===== src/adk_defs.svh =====
`ifndef ADK_DEFS_SVH
`define ADK_DEFS_SVH
`define ADK_OFS_STATUS  8'h02
`define ADK_OFS_DETCTL  8'h04
`define ADK_OFS_KEYCTL  8'h05
`define ADK_DET_SWRST   7
`define ADK_DET_OVR     6
`define ADK_DET_AUTO    5
`define ADK_DET_REQ     4
`define ADK_DET_RADIO   3
`define ADK_KEY_SENSE   2
`define ADK_KEY_RAW     1
`define ADK_KEY_CONV    0
`define ADK_DETCTL_RST  8'h23
`define ADK_KEYCTL_RST  8'h00
`define ADK_KEYCTL_MASK 8'h07
`define ADK_CLK_KHZ     20000
`define ADK_T0_MS       2
`define ADK_T1_MS       30
`define ADK_T2_MS       60
`define ADK_T3_MS       90
`define ADK_T4_MS       120
`define ADK_T5_MS       150
`define ADK_T6_MS       1000
`define ADK_T7_MS       2000
`endif


===== src/adk_pkg.sv =====
package adk_pkg;
	typedef enum logic [1:0] {ADK_IDLE, ADK_SETTLE, ADK_DETECT} adk_det_state_t;
	typedef struct packed {
		logic sw1;
		logic sw2;
		logic ring_dep;
		logic sleeve_dep;
		logic ring_gnd;
		logic sleeve_gnd;
	} adk_switch_t;
	typedef struct packed {
		logic       press;
		logic       release_;
		logic       conv_done;
		logic [7:0] conv_value;
	} adk_key_evt_t;
endpackage


===== src/adk_ctrl_regs.sv =====
`timescale 1ns/1ps
`default_nettype none
`include "adk_defs.svh"
module adk_ctrl_regs
	import adk_pkg::*;
#(
	parameter int unsigned CLK_KHZ    = `ADK_CLK_KHZ,
	parameter int unsigned DET_CYCLES = 64
)(
	input  wire logic         clk_sys,
	input  wire logic         rst,
	input  wire logic         reg_wr,
	input  wire logic         reg_rd,
	input  wire logic [7:0]   reg_addr,
	input  wire logic [7:0]   reg_wdata,
	output logic [7:0]        reg_rdata,
	input  wire logic [7:0]   int_status,
	input  wire logic         accessory_sense_input_n,
	input  wire logic         accessory_removed,
	input  wire adk_switch_t  switch_ctl,
	input  wire adk_switch_t  switch_auto,
	input  wire logic [1:0]   third_switch_matrix,
	input  wire adk_key_evt_t key_evt,
	output adk_switch_t       switch_state,
	output logic              depletion_on,
	output logic              detect_busy,
	output logic              detect_done,
	output logic              button_detect_run,
	output logic              conv_start,
	output logic              key_press_flag,
	output logic              key_release_flag,
	output logic              conv_flag,
	output logic [7:0]        conv_result,
	output logic              device_reset
);
	localparam int unsigned CYC_PER_MS = CLK_KHZ;
	localparam int unsigned CNT_W = 32;

	logic [7:0]     detctl;
	logic [2:0]     keyctl;
	adk_det_state_t state;
	logic [CNT_W-1:0] cnt;
	logic [CNT_W-1:0] settle_cycles;
	logic           sense_d;
	logic           inserted;
	logic           insert_edge;
	logic           wr_det;
	logic           wr_key;
	logic           soft_rst;
	logic           req_ok;
	logic           conv_busy;
	logic           sense_on;
	logic           raw_on;

	assign inserted    = ~accessory_sense_input_n;
	assign insert_edge = inserted & sense_d;
	assign wr_det      = reg_wr && reg_addr == `ADK_OFS_DETCTL;
	assign wr_key      = reg_wr && reg_addr == `ADK_OFS_KEYCTL;
	assign soft_rst    = wr_det && reg_wdata[`ADK_DET_SWRST];
	assign device_reset = soft_rst;
	assign sense_on    = keyctl[`ADK_KEY_SENSE];
	assign raw_on      = keyctl[`ADK_KEY_RAW];
	assign detect_busy = state != ADK_IDLE;

	// Request is ignored when busy, status pending or jack empty
	assign req_ok = wr_det && reg_wdata[`ADK_DET_REQ] && !detect_busy
		&& int_status == 8'h00
		&& inserted;

	always_comb
	begin
		case (detctl[2:0])
			3'h0: settle_cycles = CNT_W'(`ADK_T0_MS * CYC_PER_MS);
			3'h1: settle_cycles = CNT_W'(`ADK_T1_MS * CYC_PER_MS);
			3'h2: settle_cycles = CNT_W'(`ADK_T2_MS * CYC_PER_MS);
			3'h3: settle_cycles = CNT_W'(`ADK_T3_MS * CYC_PER_MS);
			3'h4: settle_cycles = CNT_W'(`ADK_T4_MS * CYC_PER_MS);
			3'h5: settle_cycles = CNT_W'(`ADK_T5_MS * CYC_PER_MS);
			3'h6: settle_cycles = CNT_W'(`ADK_T6_MS * CYC_PER_MS);
			default: settle_cycles = CNT_W'(`ADK_T7_MS * CYC_PER_MS);
		endcase
	end

	always_ff @(posedge clk_sys)
	begin
		if (rst)
			sense_d <= 1'b1;
		else
			sense_d <= accessory_sense_input_n;
	end

	// Detection sequencer; soft reset aborts whatever is running
	always_ff @(posedge clk_sys)
	begin
		if (rst || soft_rst)
		begin
			state <= ADK_IDLE;
			cnt   <= '0;
		end
		else
		begin
			case (state)
				ADK_IDLE:
				begin
					cnt <= '0;
					if (req_ok)
						state <= ADK_DETECT;
					else if (insert_edge && detctl[`ADK_DET_AUTO])
						state <= ADK_SETTLE;
				end
				ADK_SETTLE:
				begin
					if (!inserted)
						state <= ADK_IDLE;
					else if (cnt >= settle_cycles - 1'b1)
					begin
						cnt   <= '0;
						state <= ADK_DETECT;
					end
					else
						cnt <= cnt + 1'b1;
				end
				ADK_DETECT:
				begin
					if (cnt >= CNT_W'(DET_CYCLES - 1))
					begin
						cnt   <= '0;
						state <= ADK_IDLE;
					end
					else
						cnt <= cnt + 1'b1;
				end
				default: state <= ADK_IDLE;
			endcase
		end
	end

	assign detect_done = state == ADK_DETECT && cnt >= CNT_W'(DET_CYCLES - 1);

	// Detection control register
	always_ff @(posedge clk_sys)
	begin
		if (rst || soft_rst)
			detctl <= `ADK_DETCTL_RST;
		else if (wr_det)
		begin
			detctl <= reg_wdata;
			detctl[`ADK_DET_SWRST] <= 1'b0;
			// A refused request must not drop a detection that is still running
			detctl[`ADK_DET_REQ]   <= req_ok || (detctl[`ADK_DET_REQ] && detect_busy && !detect_done);
		end
		else if (detect_done)
			detctl[`ADK_DET_REQ] <= 1'b0;
	end

	// Key control register; removal clear wins over a host write
	always_ff @(posedge clk_sys)
	begin
		if (rst || soft_rst)
			keyctl <= 3'(`ADK_KEYCTL_RST);
		else if (accessory_removed)
			keyctl <= 3'h0;
		else
		begin
			if (wr_key)
			begin
				keyctl[`ADK_KEY_SENSE] <= reg_wdata[`ADK_KEY_SENSE];
				keyctl[`ADK_KEY_RAW]   <= reg_wdata[`ADK_KEY_RAW] & reg_wdata[`ADK_KEY_SENSE];
				if (reg_wdata[`ADK_KEY_CONV] && reg_wdata[`ADK_KEY_SENSE] && reg_wdata[`ADK_KEY_RAW])
					keyctl[`ADK_KEY_CONV] <= 1'b1;
				else if (!reg_wdata[`ADK_KEY_SENSE] || !reg_wdata[`ADK_KEY_RAW])
					keyctl[`ADK_KEY_CONV] <= 1'b0;
			end
			else if (key_evt.conv_done)
				keyctl[`ADK_KEY_CONV] <= 1'b0;
		end
	end

	always_ff @(posedge clk_sys)
	begin
		if (rst || soft_rst)
			conv_busy <= 1'b0;
		else if (conv_start)
			conv_busy <= 1'b1;
		else if (key_evt.conv_done || !keyctl[`ADK_KEY_CONV])
			conv_busy <= 1'b0;
	end

	assign conv_start = keyctl[`ADK_KEY_CONV] && !conv_busy;

	// Event flags; a new event wins over a clear in the same cycle
	always_ff @(posedge clk_sys)
	begin
		if (rst || soft_rst)
		begin
			key_press_flag   <= 1'b0;
			key_release_flag <= 1'b0;
			conv_flag        <= 1'b0;
			conv_result      <= 8'h00;
		end
		else
		begin
			if (sense_on && raw_on && key_evt.press)
				key_press_flag <= 1'b1;
			else if (!sense_on || (reg_rd && reg_addr == `ADK_OFS_STATUS))
				key_press_flag <= 1'b0;
			if (sense_on && raw_on && key_evt.release_)
				key_release_flag <= 1'b1;
			else if (!sense_on || key_evt.press || (reg_rd && reg_addr == `ADK_OFS_STATUS))
				key_release_flag <= 1'b0;
			if (key_evt.conv_done && conv_busy)
			begin
				conv_flag   <= 1'b1;
				conv_result <= key_evt.conv_value;
			end
			else if (reg_rd && reg_addr == `ADK_OFS_STATUS)
				conv_flag <= 1'b0;
		end
	end

	// Button detection gated by the third matrix under host override
	assign button_detect_run = sense_on && (!detctl[`ADK_DET_OVR] || third_switch_matrix == 2'b01
		|| third_switch_matrix == 2'b10);

	always_comb
	begin
		switch_state = detctl[`ADK_DET_OVR] ? switch_ctl : switch_auto;
		depletion_on = inserted ? !detctl[`ADK_DET_RADIO] : 1'b1;
	end

	always_ff @(posedge clk_sys)
	begin
		if (rst)
			reg_rdata <= 8'h00;
		else if (reg_rd && reg_addr == `ADK_OFS_DETCTL)
			reg_rdata <= detctl;
		else if (reg_rd && reg_addr == `ADK_OFS_KEYCTL)
			reg_rdata <= {5'h00, keyctl} & `ADK_KEYCTL_MASK;
		else if (reg_rd)
			reg_rdata <= 8'h00;
	end

	a_req_refused: assert property (@(posedge clk_sys) disable iff (rst)
		wr_det && reg_wdata[`ADK_DET_REQ] && !reg_wdata[`ADK_DET_SWRST] && int_status != 8'h00 && !detect_busy
		|=> !detctl[`ADK_DET_REQ]) else $error("request taken with status pending");
	a_req_empty: assert property (@(posedge clk_sys) disable iff (rst)
		wr_det && !reg_wdata[`ADK_DET_SWRST] && accessory_sense_input_n && !detect_busy
		|=> !detctl[`ADK_DET_REQ] && !detect_busy) else $error("request taken with no accessory");
	a_req_clear: assert property (@(posedge clk_sys) disable iff (rst)
		detect_done && !wr_det |=> !detctl[`ADK_DET_REQ]) else $error("request bit not cleared");
	a_swrst_zero: assert property (@(posedge clk_sys) disable iff (rst)
		soft_rst |=> detctl == `ADK_DETCTL_RST && keyctl == 3'h0 && state == ADK_IDLE)
		else $error("soft reset incomplete");
	a_raw_follow: assert property (@(posedge clk_sys) disable iff (rst)
		!sense_on |-> !raw_on) else $error("raw mode without sensing");
	a_flag_clear: assert property (@(posedge clk_sys) disable iff (rst)
		$fell(sense_on) |=> !key_press_flag && !key_release_flag) else $error("key flags kept");
	a_remove_clr: assert property (@(posedge clk_sys) disable iff (rst)
		accessory_removed && !soft_rst |=> !sense_on) else $error("sense kept after removal");
	a_override_sw: assert property (@(posedge clk_sys) disable iff (rst)
		detctl[`ADK_DET_OVR] |-> switch_state == switch_ctl) else $error("override not applied");
	a_auto_off: assert property (@(posedge clk_sys) disable iff (rst)
		state == ADK_IDLE && insert_edge && !detctl[`ADK_DET_AUTO] && !wr_det |=> state == ADK_IDLE)
		else $error("auto detection while off");
	a_conv_gate: assert property (@(posedge clk_sys) disable iff (rst)
		conv_start |-> sense_on && raw_on) else $error("conversion without enables");
	a_req_hold: assert property (@(posedge clk_sys) disable iff (rst)
		detect_busy && detctl[`ADK_DET_REQ] && !detect_done && !soft_rst |=> detctl[`ADK_DET_REQ])
		else $error("request bit dropped during detection");
	a_conv_clear: assert property (@(posedge clk_sys) disable iff (rst)
		key_evt.conv_done && !wr_key && !accessory_removed && !soft_rst |=> !keyctl[`ADK_KEY_CONV])
		else $error("conversion request not cleared");
	a_conv_load: assert property (@(posedge clk_sys) disable iff (rst)
		key_evt.conv_done && conv_busy && !soft_rst |=> conv_flag && conv_result == $past(key_evt.conv_value))
		else $error("conversion result not loaded");
	a_depl_radio: assert property (@(posedge clk_sys) disable iff (rst)
		inserted && detctl[`ADK_DET_RADIO] |-> !depletion_on) else $error("depletion on in radio mode");
	a_run_matrix: assert property (@(posedge clk_sys) disable iff (rst)
		detctl[`ADK_DET_OVR] && third_switch_matrix == 2'b00 |-> !button_detect_run)
		else $error("button detection in wrong matrix position");
endmodule
`default_nettype wire


===== config.mk =====
export PLATFORM = sky130hd
export DESIGN_NAME = adk_ctrl_regs
export DESIGN_NICKNAME = d
export VERILOG_FILES = /design/src/adk_pkg.sv /design/src/adk_ctrl_regs.sv
export VERILOG_INCLUDE_DIRS = /design/src
export SDC_FILE = /design/constraint.sdc
export NUM_CORES = 1
export LEC_CHECK = 0
export ABC_AREA = 0
export BUFFER_PORTS_ARGS = -buffer_cell sky130_fd_sc_hd__buf_2
export CAP_MARGIN = 20
export CORE_MARGIN = 2
export CORE_UTILIZATION = 50
export CTS_BUF_LIST = sky130_fd_sc_hd__clkbuf_4 sky130_fd_sc_hd__clkbuf_8 sky130_fd_sc_hd__clkbuf_16
export DETAILED_ROUTE_END_ITERATION = 12
export GPL_TIMING_DRIVEN = 0
export PLACE_DENSITY = 0.73
export SKIP_CTS_REPAIR_TIMING = 1
export SYNTH_ARGS = -nofsm -noshare
export SYNTH_HDL_FRONTEND = slang
export SYNTH_SLANG_ARGS = --single-unit

===== constraint.sdc =====
create_clock -name clk_sys -period 4.17 [get_ports clk_sys]
set_clock_uncertainty 0.2 [all_clocks]
set_input_delay 0 -clock clk_sys [delete_from_list [all_inputs] [get_ports clk_sys]]
set_output_delay 0 -clock clk_sys [all_outputs]
set_load 0.05 [all_outputs]

==> flow_metrics.py, run 1 <==
metrics = {
    "worst_setup_path": {
        "cp_num_buf_inv": 3,
        "path_cells": "clkbuf_1 > mux2i_1 > ha_1 > ha_1 > a21oi_1 > o21ai_0 > a2bb2oi_1 > nand2_1 > o211ai_2 > buf_4 > buf_4 > nand4b_1 > o211ai_1",
        "end_kind": "register",
        "required_ns": 4.23,
        "worstSetupPathType": "register to register",
        "crit_slowest_cell": "dfxtp_1",
        "cpLargestDelayFamily": "compound AO/OA/AOI/OAI gates",
        "arrival_ns": 3.58,
        "path_max_fanout": 10,
        "start_kind": "register",
        "cpPeakStageDelay_ns": 0.42,
    },
    "place": {
        "gp_congestion": 0.8775,
        "port_buffers": 83,
        "hpwlAfterDp_um": 7747,
        "pre_cts_ws_ns": 0.7250,
    },
    "grt": {
        "grt_pass1_vias": 3472,
        "grt_pass1_wl_um": 16620,
        "grt_use_total": 0.2430,
        "antenna_found_initial": 0,
        "overflow": 0,
        "grt_max_degree": 11,
    },
    "clock_tree": {
        "clk_latency_ns": 0.34,
        "htreeDepth": 3,
        "clk_pin_slew_ns": 0.07,
        "clock-sinks": 64,
        "cts_tree": "yes",
        "numCtsBuffers": 9,
        "clock_tree.root_cell": "clkbuf_8",
        "clk_path_buf_depth": 2,
    },
    "timing": {
        "setup_violations": 0,
        "maxSlewViolCount": 0,
        "tightest_slew_ns": 0.7727,
        "fin_tns_setup_ns": 0,
        "whs_ns": -0.03207,
        "max_freq_mhz": 284.4,
        "finalHoldViolCount": 9,
        "setup_slack_ns": 0.6539,
        "rsz0062_at_grt": "no",
        "min_period_ns": 3.516,
        "max_slew_margin": 0.4849,
        "finalCritPeriodShare": 0.8432,
    },
    "status": {
        "violations": "negative hold slack",
        "status": "finished, violations left",
    },
    "power_and_ir_drop": {
        "finalPower_mw": 1.709,
        "p_per_area_nw_per_um2": 341.8,
        "leakage_nw": 2.112,
        "peakVddDrop_v": 0.0003903,
    },
    "detailed_routing": {
        "ant_nets": 0,
        "drc": 0,
        "wl_um": 11060,
        "wire_per_inst_um": 15.60,
        "drt_pass1_iterations": 5,
        "vias_per_cell": 5.740,
        "via_count": 4070,
        "drtIter0Drc": 240,
    },
    "yosys": {
        "ys_warn_count": 0,
        "synth_area_leaders": "dfxtp_1 (33%), ha_1 (8.0%), nand2_1 (6.6%)",
        "async_flop_share": 0,
        "synth_top_area_frac": 0.3288,
        "synth_flop_cell": "dfxtp_1",
        "synth_cells": 472,
        "synth-edff-count": 0,
        "ys_ff_latch": 64,
        "yosys.area.top_type": "dfxtp_1",
        "synth_area_per_cell_sq_um": 8.255,
        "synth.cell_area_sq_um": 3896,
        "ys_seq_area_frac": 0.3288,
        "synth_nets": 552,
        "ys_types": 68,
    },
    "worst_hold_path": {
        "hold_class": "input port to register",
    },
    "floorplan": {
        "io_pins": 86,
        "core.rowCount": 32,
        "initial_core_util": 0.5095,
        "dieArea_sq_um": 8515,
        "die_x_um": 92.28,
        "die_h_um": 92.28,
        "core_area_sq_um": 7647,
    },
    "finish": {
        "nNetsFinal": 683,
        "syn_to_final_growth_pct": 28.32,
        "drive_gt1_frac": 0.2290,
        "n_antenna_cell": 0,
        "nFillCells": 642,
    },
    "job": {
        "drv_cap": 0,
    },
}
through the flow:
step	cells	area, sq um	utilization
2_1_floorplan	472	3896	-
3_3_place_gp	657	4439	0.5805
3_5_place_dp	657	4439	0.5805
4_1_cts	672	4629	0.6054
5_1_grt	709	5000	0.6538
6_report	709	5000	0.6538
path summary, 6_finish.rpt:
path                  startpoint             end  slack, ns  cells after the start
setup / recovery       detctl[1]          cnt[6]       0.65                     13
hold / removal     int_status[1]        state[0]      -0.03                      5
setup reg to reg       detctl[1]          cnt[6]       0.65                     13
hold reg to reg   conv_result[1]  conv_result[1]       0.26                      2
worst reg2reg max path: cells and delay by family, from the launching register on:
family / cells / cell delay, ns
AOI/OAI and AO/OA: 5 / 0.96
adders and majority gates: 2 / 0.56
buffers and inverters: 3 / 0.81
DFF: 1 / 0.42
muxes: 1 / 0.25
and+or+nand+nor: 2 / 0.24
cell families (layout without fill, tap and decap cells):
| group | after synthesis | count (layout) | synth area share |
|---|---|---|---|
| simple gates | 222 | 222 | 0.3105 |
| other cells | 2 | 2 | 0.001928 |
| flops | 64 | 64 | 0.3288 |
| xor+xnor | 7 | 7 | 0.01574 |
| buf+inv | 36 | 171 | 0.04078 |
| mux | 17 | 17 | 0.04624 |
| fa+ha+maj | 25 | 25 | 0.08028 |
| compound gates | 99 | 99 | 0.1757 |
registers in the layout (all words and copies together) (netlist names):
signal            cells
key_release_flag      1
reg_rdata             7
conv_busy             1
state                 2
sense_d               1
cnt                  32
key_press_flag        1
conv_flag             1
detctl                7
keyctl                3
conv_result           8
synthesized netlist by cell type (6+ instances only):
| cell type | n |
|---|---|
| nand2_1 | 68 |
| dfxtp_1 | 64 |
| a21oi_1 | 37 |
| nor2_1 | 27 |
| nand3_1 | 26 |
| ha_1 | 25 |
| and3_1 | 15 |
| nor3_1 | 15 |
| inv_1 | 13 |
| a22oi_1 | 11 |
| clkbuf_1 | 11 |
| nand4_1 | 11 |
| nand2b_1 | 10 |
| mux2i_1 | 9 |
| mux2_2 | 8 |
| o31ai_1 | 8 |
| and4_1 | 6 |
| buf_2 | 6 |
| nor4_1 | 6 |
layer usage:
layer | track usage | up-vias | part of all wire
li1 | - | 1992 | -
met1 | 0.3403 | 1921 | 0.45
met2 | 0.3799 | 139 | 0.48
met3 | 0.03862 | 18 | 0.054
met4 | 0.08458 | 0 | 0.016
met5 | 0 | - | 0
report_power, final:
part | internal, mW | leakage, nW | switching [mW]
Clock | 0.293 | 0.102 | 0.243
Sequential | 0.624 | 0.516 | 0.00989
Combinational | 0.172 | 1.49 | 0.367
Total | 1.09 | 2.11 | 0.620
area by class of cell:
cell class              count  area [sq um]  share of cell area
flip-flops and latches     64          1281              0.2563
plain buffers              23         110.1             0.02202
clock buffers              11         145.1             0.02903
multi-input cells         372          2456              0.4912
clock inverters             4         45.04            0.009009
inverters                  13         48.80            0.009760
repair buffers            120         785.8              0.1572
well taps                 102         127.6             0.02553
cells in the final DEF, fill, tap and decap left out, types with 3 or more instances in the layout:
master and count:
buf_2 89, nand2_1 68, dfxtp_1 64, a21oi_1 37, dlygate4sd3_1 37, nor2_1 27, nand3_1 26, ha_1 25
nor3_1 15, and3_1 15, inv_1 13, clkbuf_1 11, a22oi_1 11, nand4_1 11, nand2b_1 10, clkbuf_8 10
mux2i_1 9, mux2_2 8, o31ai_1 8, nor4_1 6, and4_1 6, o21ai_0 5, xnor2_1 5, and2_1 5
o21ai_1 5, a31oi_1 5, a221o_1 5, a21o_1 4, buf_4 4, nand4b_1 3, o211ai_1 3, clkinv_2 3
Note: power is estimated with default switching activity, not from simulation.
==> run 2: changes to the inputs <==
--- a/config.mk
+++ b/config.mk
@@ -14,7 +14,7 @@
 export CTS_BUF_LIST = sky130_fd_sc_hd__clkbuf_4 sky130_fd_sc_hd__clkbuf_8 sky130_fd_sc_hd__clkbuf_16
 export DETAILED_ROUTE_END_ITERATION = 12
 export GPL_TIMING_DRIVEN = 0
-export PLACE_DENSITY = 0.73
+export PLACE_DENSITY = 0.76
 export SKIP_CTS_REPAIR_TIMING = 1
 export SYNTH_ARGS = -nofsm -noshare
 export SYNTH_HDL_FRONTEND = slang
==> constraint.sdc (replaced) <==
create_clock -name clk_sys -period 3 [get_ports clk_sys]
set_clock_uncertainty 0.2 [all_clocks]
set_input_delay 0 -clock clk_sys [delete_from_list [all_inputs] [get_ports clk_sys]]
set_output_delay 0 -clock clk_sys [all_outputs]
set_load 0.05 [all_outputs]
==> flow_metrics.py, run 2 (synthesis gave the netlist of run 1 again) <==
metrics = {
    "status": {
        "status": "finished, violations left",
        "violations": "negative hold slack, negative setup slack",
    },
    "clock_tree": {
        "clock-sinks": 64,
        "cts_tree": "yes",
        "htreeDepth": 3,
        "clock_tree.root_cell": "clkbuf_8",
        "clk_path_buf_depth": 2,
        "clk_pin_slew_ns": 0.07,
        "numCtsBuffers": 9,
        "clk_latency_ns": 0.36,
    },
    "worst_hold_path": {
        "hold_start": "key_evt[8]",
        "holdPathEnd": "conv_result[6]",
        "min_path_cells": 4,
        "hold_class": "input port to register",
    },
    "floorplan": {
        "core.rowCount": 32,
        "die_x_um": 92.28,
        "initial_core_util": 0.5095,
        "io_pins": 86,
        "die_h_um": 92.28,
        "core_area_sq_um": 7647,
        "dieArea_sq_um": 8515,
    },
    "finish": {
        "largest_reg_flops": 32,
        "nNetsFinal": 692,
        "drive_gt1_frac": 0.2966,
        "nFillCells": 560,
        "layout_commonest_cell": "buf_2",
        "reg_top3": "cnt x32, conv_result x8",
        "n_antenna_cell": 0,
        "syn_to_final_growth_pct": 36.96,
        "layout_common_cells": "buf_2 (88), nand2_1 (64), dfxtp_1 (61)",
        "final_area_sq_um": 5336,
        "regMostFlops": "cnt",
        "utilization": 0.6978,
    },
    "grt": {
        "grt_pass1_wl_um": 16720,
        "grt_pass1_vias": 3524,
        "grt_max_degree": 11,
        "overflow": 0,
        "grt_use_total": 0.2449,
        "antenna_found_initial": 0,
    },
    "timing": {
        "finalHoldViolCount": 9,
        "fin_tns_setup_ns": -0.02577,
        "max_freq_mhz": 330.9,
        "rsz0062_at_grt": "yes",
        "finalCritPeriodShare": 1.007,
        "setup_violations": 2,
        "maxSlewViolCount": 0,
        "min_period_ns": 3.022,
        "setup_slack_ns": -0.02194,
        "max_slew_margin": 0.4348,
        "tightest_slew_ns": 0.8479,
        "whs_ns": -0.03055,
    },
    "detailed_routing": {
        "ant_nets": 0,
        "wire_per_inst_um": 16.77,
        "vias_per_cell": 5.890,
        "drtIter0Drc": 340,
        "wl_um": 12060,
        "drt_pass1_iterations": 5,
        "drc": 0,
        "via_count": 4235,
    },
    "worst_setup_path": {
        "required_ns": 3.05,
        "cpLargestDelayFamily": "compound AO/OA/AOI/OAI gates",
        "cp_num_buf_inv": 3,
        "rr_startpoint": "detctl[0]",
        "path_max_fanout": 7,
        "ff2ff_setup_slack_ns": -0.02,
        "crit_slowest_cell": "dfxtp_4",
        "reg2reg_depth": 14,
        "arrival_ns": 3.07,
        "worstSetupPathType": "register to register",
        "end_kind": "register",
        "cpPeakStageDelay_ns": 0.41,
        "path_cells": "buf_8 > nor2_4 > mux2i_1 > ha_2 > ha_4 > nand4_1 > o21ai_2 > a2bb2oi_4 > nand2_2 > o211ai_4 > buf_6 > buf_6 > and4_1 > a221o_1",
        "r2r_end": "cnt[8]",
        "path_common_cell": "buf_6",
        "start_kind": "register",
    },
    "power_and_ir_drop": {
        "p_sw_mw": 0.9218,
        "pwr-share-comb": 0.347,
        "internal_power_mw": 1.634,
        "power_switching_share": 0.3607,
        "p_clk_frac": 0.310,
        "leakage_nw": 2.221,
        "p_per_area_nw_per_um2": 478.9,
        "p_seq_frac": 0.344,
        "peakVddDrop_v": 0.0004548,
    },
    "place": {
        "place_area_sq_um": 4439,
        "port_buffers": 83,
        "gp_congestion": 0.8662,
        "hpwlAfterDp_um": 7949,
    },
    "job": {
        "drv_cap": 0,
    },
}
run 2: cell types whose count changed in the layout (fill, tap and decap cells not counted), sizes merged:
cell | previous run | this run
clkinv | 3 | 2
buf | 94 | 107
dlygate4sd3 | 37 | 35
run 2: worst reg2reg max path, cell delays in order (launching register included):
cell,delay (ns)
dfxtp_4,0.41
buf_8,0.14
nor2_4,0.03
mux2i_1,0.17
ha_2,0.33
ha_4,0.27
nand4_1,0.11
o21ai_2,0.24
a2bb2oi_4,0.11
nand2_2,0.09
o211ai_4,0.11
buf_6,0.16
buf_6,0.11
and4_1,0.18
a221o_1,0.25
run 2: area by class of cell:
class                   count  area [sq um]  share of cell area
multi-input cells         372          2633              0.4933
flip-flops and latches     64          1290              0.2417
repair buffers            129         877.1              0.1644
clock buffers              13         166.4             0.03118
plain buffers              23         153.9             0.02884
well taps                 102         127.6             0.02392
inverters                  13         48.80            0.009144
clock inverters             3         40.04            0.007503
run 2: power by group through the flow:
stage | clock network, mW | logic (mW) | registers, mW
floorplan | 0 | 0.500 | 0.897
global placement | 0 | 0.696 | 0.899
detailed placement | 0 | 0.713 | 0.899
finish | 0.791 | 0.886 | 0.879
global route | 0.833 | 0.955 | 0.880
CTS | 0.793 | 0.714 | 0.880
run 2: per-layer routing:
metal / wire (um) / global-route usage / vias up
li1: - / - / 2027
met1: 5091 / 0.3211 / 1986
met2: 5823 / 0.4050 / 177
met3: 714 / 0.03287 / 45
met4: 431 / 0.1032 / 0
met5: 0 / 0 / -
run 2: how the worst max path moves through the flow:
stage	startpoint	to	slack (ns)	depth (start not counted)
6_report	detctl[0]	cnt[8]	-0.02	14
5_1_grt	detctl[0]	cnt[13]	-0.16	15
4_1_cts	detctl[1]	cnt[18]	-0.51	12
3_5_place_dp	detctl[1]	cnt[18]	-0.48	12
3_3_place_gp	detctl[1]	cnt[16]	-0.40	12
2_1_floorplan	detctl[1]	cnt[6]	0.12	13
run 2: stage by stage:
stage / power [mW] / worst slack, ns / std cells / hold slack [ns]
final: 2.556 / -0.02194 / 719 / -0.03055
after floorplan: 1.398 / 0.1225 / 472 / -0.1207
after global placement: 1.595 / -0.4013 / 657 / 0.006543
after CTS: 2.387 / -0.5138 / 673 / -0.3671
after detailed placement: 1.612 / -0.4777 / 657 / 0.003610
after global routing: 2.668 / -0.1593 / 719 / 0.01464
==> run 3: changes to the inputs <==
--- a/config.mk
+++ b/config.mk
@@ -9,12 +9,14 @@
 export ABC_AREA = 0
 export BUFFER_PORTS_ARGS = -buffer_cell sky130_fd_sc_hd__buf_2
 export CAP_MARGIN = 20
+export CELL_PAD_IN_SITES_DETAIL_PLACEMENT = 0
+export CELL_PAD_IN_SITES_GLOBAL_PLACEMENT = 1
 export CORE_MARGIN = 2
-export CORE_UTILIZATION = 50
+export CORE_UTILIZATION = 36
 export CTS_BUF_LIST = sky130_fd_sc_hd__clkbuf_4 sky130_fd_sc_hd__clkbuf_8 sky130_fd_sc_hd__clkbuf_16
 export DETAILED_ROUTE_END_ITERATION = 12
 export GPL_TIMING_DRIVEN = 0
-export PLACE_DENSITY = 0.76
+export PLACE_DENSITY_LB_ADDON = 0.1
 export SKIP_CTS_REPAIR_TIMING = 1
 export SYNTH_ARGS = -nofsm -noshare
 export SYNTH_HDL_FRONTEND = slang
==> flow_metrics.py, run 3 (synthesis gave the netlist of run 1 again) <==
metrics = {
    "job": {
        "drv_cap": 0,
    },
    "worst_setup_path": {
        "arrival_ns": 3.06,
        "end_kind": "register",
        "start_kind": "register",
        "path_max_fanout": 6,
        "path_cells": "buf_8 > nor2_4 > inv_1 > ha_4 > and4_4 > and3_4 > a2111oi_4 > nand3_2 > o211ai_4 > nand3_4 > buf_8 > o31ai_4",
        "required_ns": 3.07,
        "cpPeakStageDelay_ns": 0.41,
        "worstSetupPathType": "register to register",
        "path_common_cell": "buf_8",
        "crit_slowest_cell": "a2111oi_4",
    },
    "clock_tree": {
        "numCtsBuffers": 9,
        "clk_pin_slew_ns": 0.08,
        "clk_path_buf_depth": 2,
        "clock-sinks": 64,
        "clk_latency_ns": 0.35,
        "htreeDepth": 3,
        "clock_tree.root_cell": "clkbuf_8",
        "cts_tree": "yes",
    },
    "grt": {
        "antenna_found_initial": 0,
        "overflow": 0,
        "grt_pass1_vias": 3492,
        "grt_pass1_wl_um": 17510,
        "grt_use_total": 0.1917,
        "grt_max_degree": 13,
    },
    "finish": {
        "n_antenna_cell": 0,
        "largest_reg_flops": 32,
        "regMostFlops": "cnt",
        "nNetsFinal": 695,
        "layout_common_cells": "buf_2 (89), nand2_1 (64), dfxtp_1 (61)",
        "drive_gt1_frac": 0.3032,
        "syn_to_final_growth_pct": 40.11,
        "reg_top3": "cnt x32, conv_result x8",
        "fin_cells": 756,
        "layout_commonest_cell": "buf_2",
    },
    "timing": {
        "max_slew_margin": 0.4195,
        "maxSlewViolCount": 0,
        "max_freq_mhz": 335.0,
        "rsz0062_at_grt": "yes",
        "finalCritPeriodShare": 0.9950,
        "whs_ns": -0.02733,
        "tightest_slew_ns": 0.8707,
        "finalHoldViolCount": 9,
        "setup_violations": 0,
        "min_period_ns": 2.985,
    },
    "detailed_routing": {
        "drc": 0,
        "vias_per_cell": 5.272,
        "wire_per_inst_um": 15.81,
        "drt_pass1_iterations": 4,
        "drtIter0Drc": 122,
        "ant_nets": 0,
        "wl_um": 11950,
        "via_count": 3986,
    },
    "floorplan": {
        "die_x_um": 108.0,
        "core_area_sq_um": 10420,
        "core.rowCount": 37,
        "initial_core_util": 0.3741,
        "dieArea_sq_um": 11670,
        "io_pins": 86,
        "die_h_um": 108.0,
    },
    "power_and_ir_drop": {
        "pwr-share-comb": 0.352,
        "internal_power_mw": 1.711,
        "peakVddDrop_v": 0.0004346,
        "p_per_area_nw_per_um2": 491.5,
        "p_seq_frac": 0.328,
        "finalPower_mw": 2.683,
        "p_sw_mw": 0.9724,
        "p_clk_frac": 0.320,
        "power_switching_share": 0.3624,
        "leakage_nw": 2.239,
    },
    "place": {
        "port_buffers": 83,
        "dp_cells": 691,
        "gp_congestion": 0.8205,
        "hpwlAfterDp_um": 8426,
    },
    "status": {
        "status": "finished, violations left",
        "violations": "negative hold slack",
    },
    "worst_hold_path": {
        "hold_class": "input port to register",
    },
}
run 3: area by class of cell:
class | instances | area, sq um
Multi-Input combinational cell | 372 | 2635
Inverter | 13 | 48.80
Clock inverter | 6 | 91.34
Clock buffer | 10 | 137.6
Sequential cell | 64 | 1290
Fill cell | 1010 | 4957
Buffer | 23 | 161.4
Tap cell | 136 | 170.2
Timing Repair Buffer | 132 | 924.6
run 3: path summary, 6_finish.rpt:
| check | startpoint | end | slack (ns) | depth (start not counted) |
|---|---|---|---|---|
| setup / recovery | detctl[0] | cnt[13] | 0.01 | 12 |
| hold / removal | key_evt[8] | conv_result[7] | -0.03 | 4 |
| setup reg to reg | detctl[0] | cnt[13] | 0.01 | 12 |
| hold reg to reg | conv_result[2] | conv_result[2] | 0.25 | 2 |
run 3: through the flow:
stage	TNS [ns]	hold slack, ns	util	instance area [sq um]	worst slack (ns)
4_1_cts	-11.63	-0.3551	0.4523	4711	-0.5476
3_3_place_gp	-10.40	0.009677	0.4303	4482	-0.4925
5_1_grt	-1.157	0.01912	0.5241	5459	-0.1062
6_report	0	-0.02733	0.5241	5459	0.01486
3_5_place_dp	-10.92	0.02068	0.4303	4482	-0.5196
2_1_floorplan	0	-0.1207	-	3896	0.1225
run 3: worst max-delay path, delay by kind of cell (launching register included):
family	cells	cell delay, ns
AO/OA/AOI/OAI	3	0.93
AND/OR/NAND/NOR	5	0.75
buffers and inverters	3	0.43
flip-flops	1	0.38
adder cells (fa/ha/maj)	1	0.22
run 3: power by group through the flow:
| stage | clock network, mW | registers [mW] | logic [mW] |
|---|---|---|---|
| after detailed placement | 0 | 0.901 | 0.733 |
| after global routing | 0.917 | 0.881 | 1.01 |
| final | 0.859 | 0.880 | 0.944 |
| after CTS | 0.874 | 0.881 | 0.737 |
| after floorplan | 0 | 0.897 | 0.500 |
| after global placement | 0 | 0.900 | 0.735 |
run 3: metal layers:
metal / share of wire / track usage
met3: 0.055 / 0.03315
met5: 0 / 0
met2: 0.48 / 0.3226
met4: 0.015 / 0.06227
met1: 0.45 / 0.2491
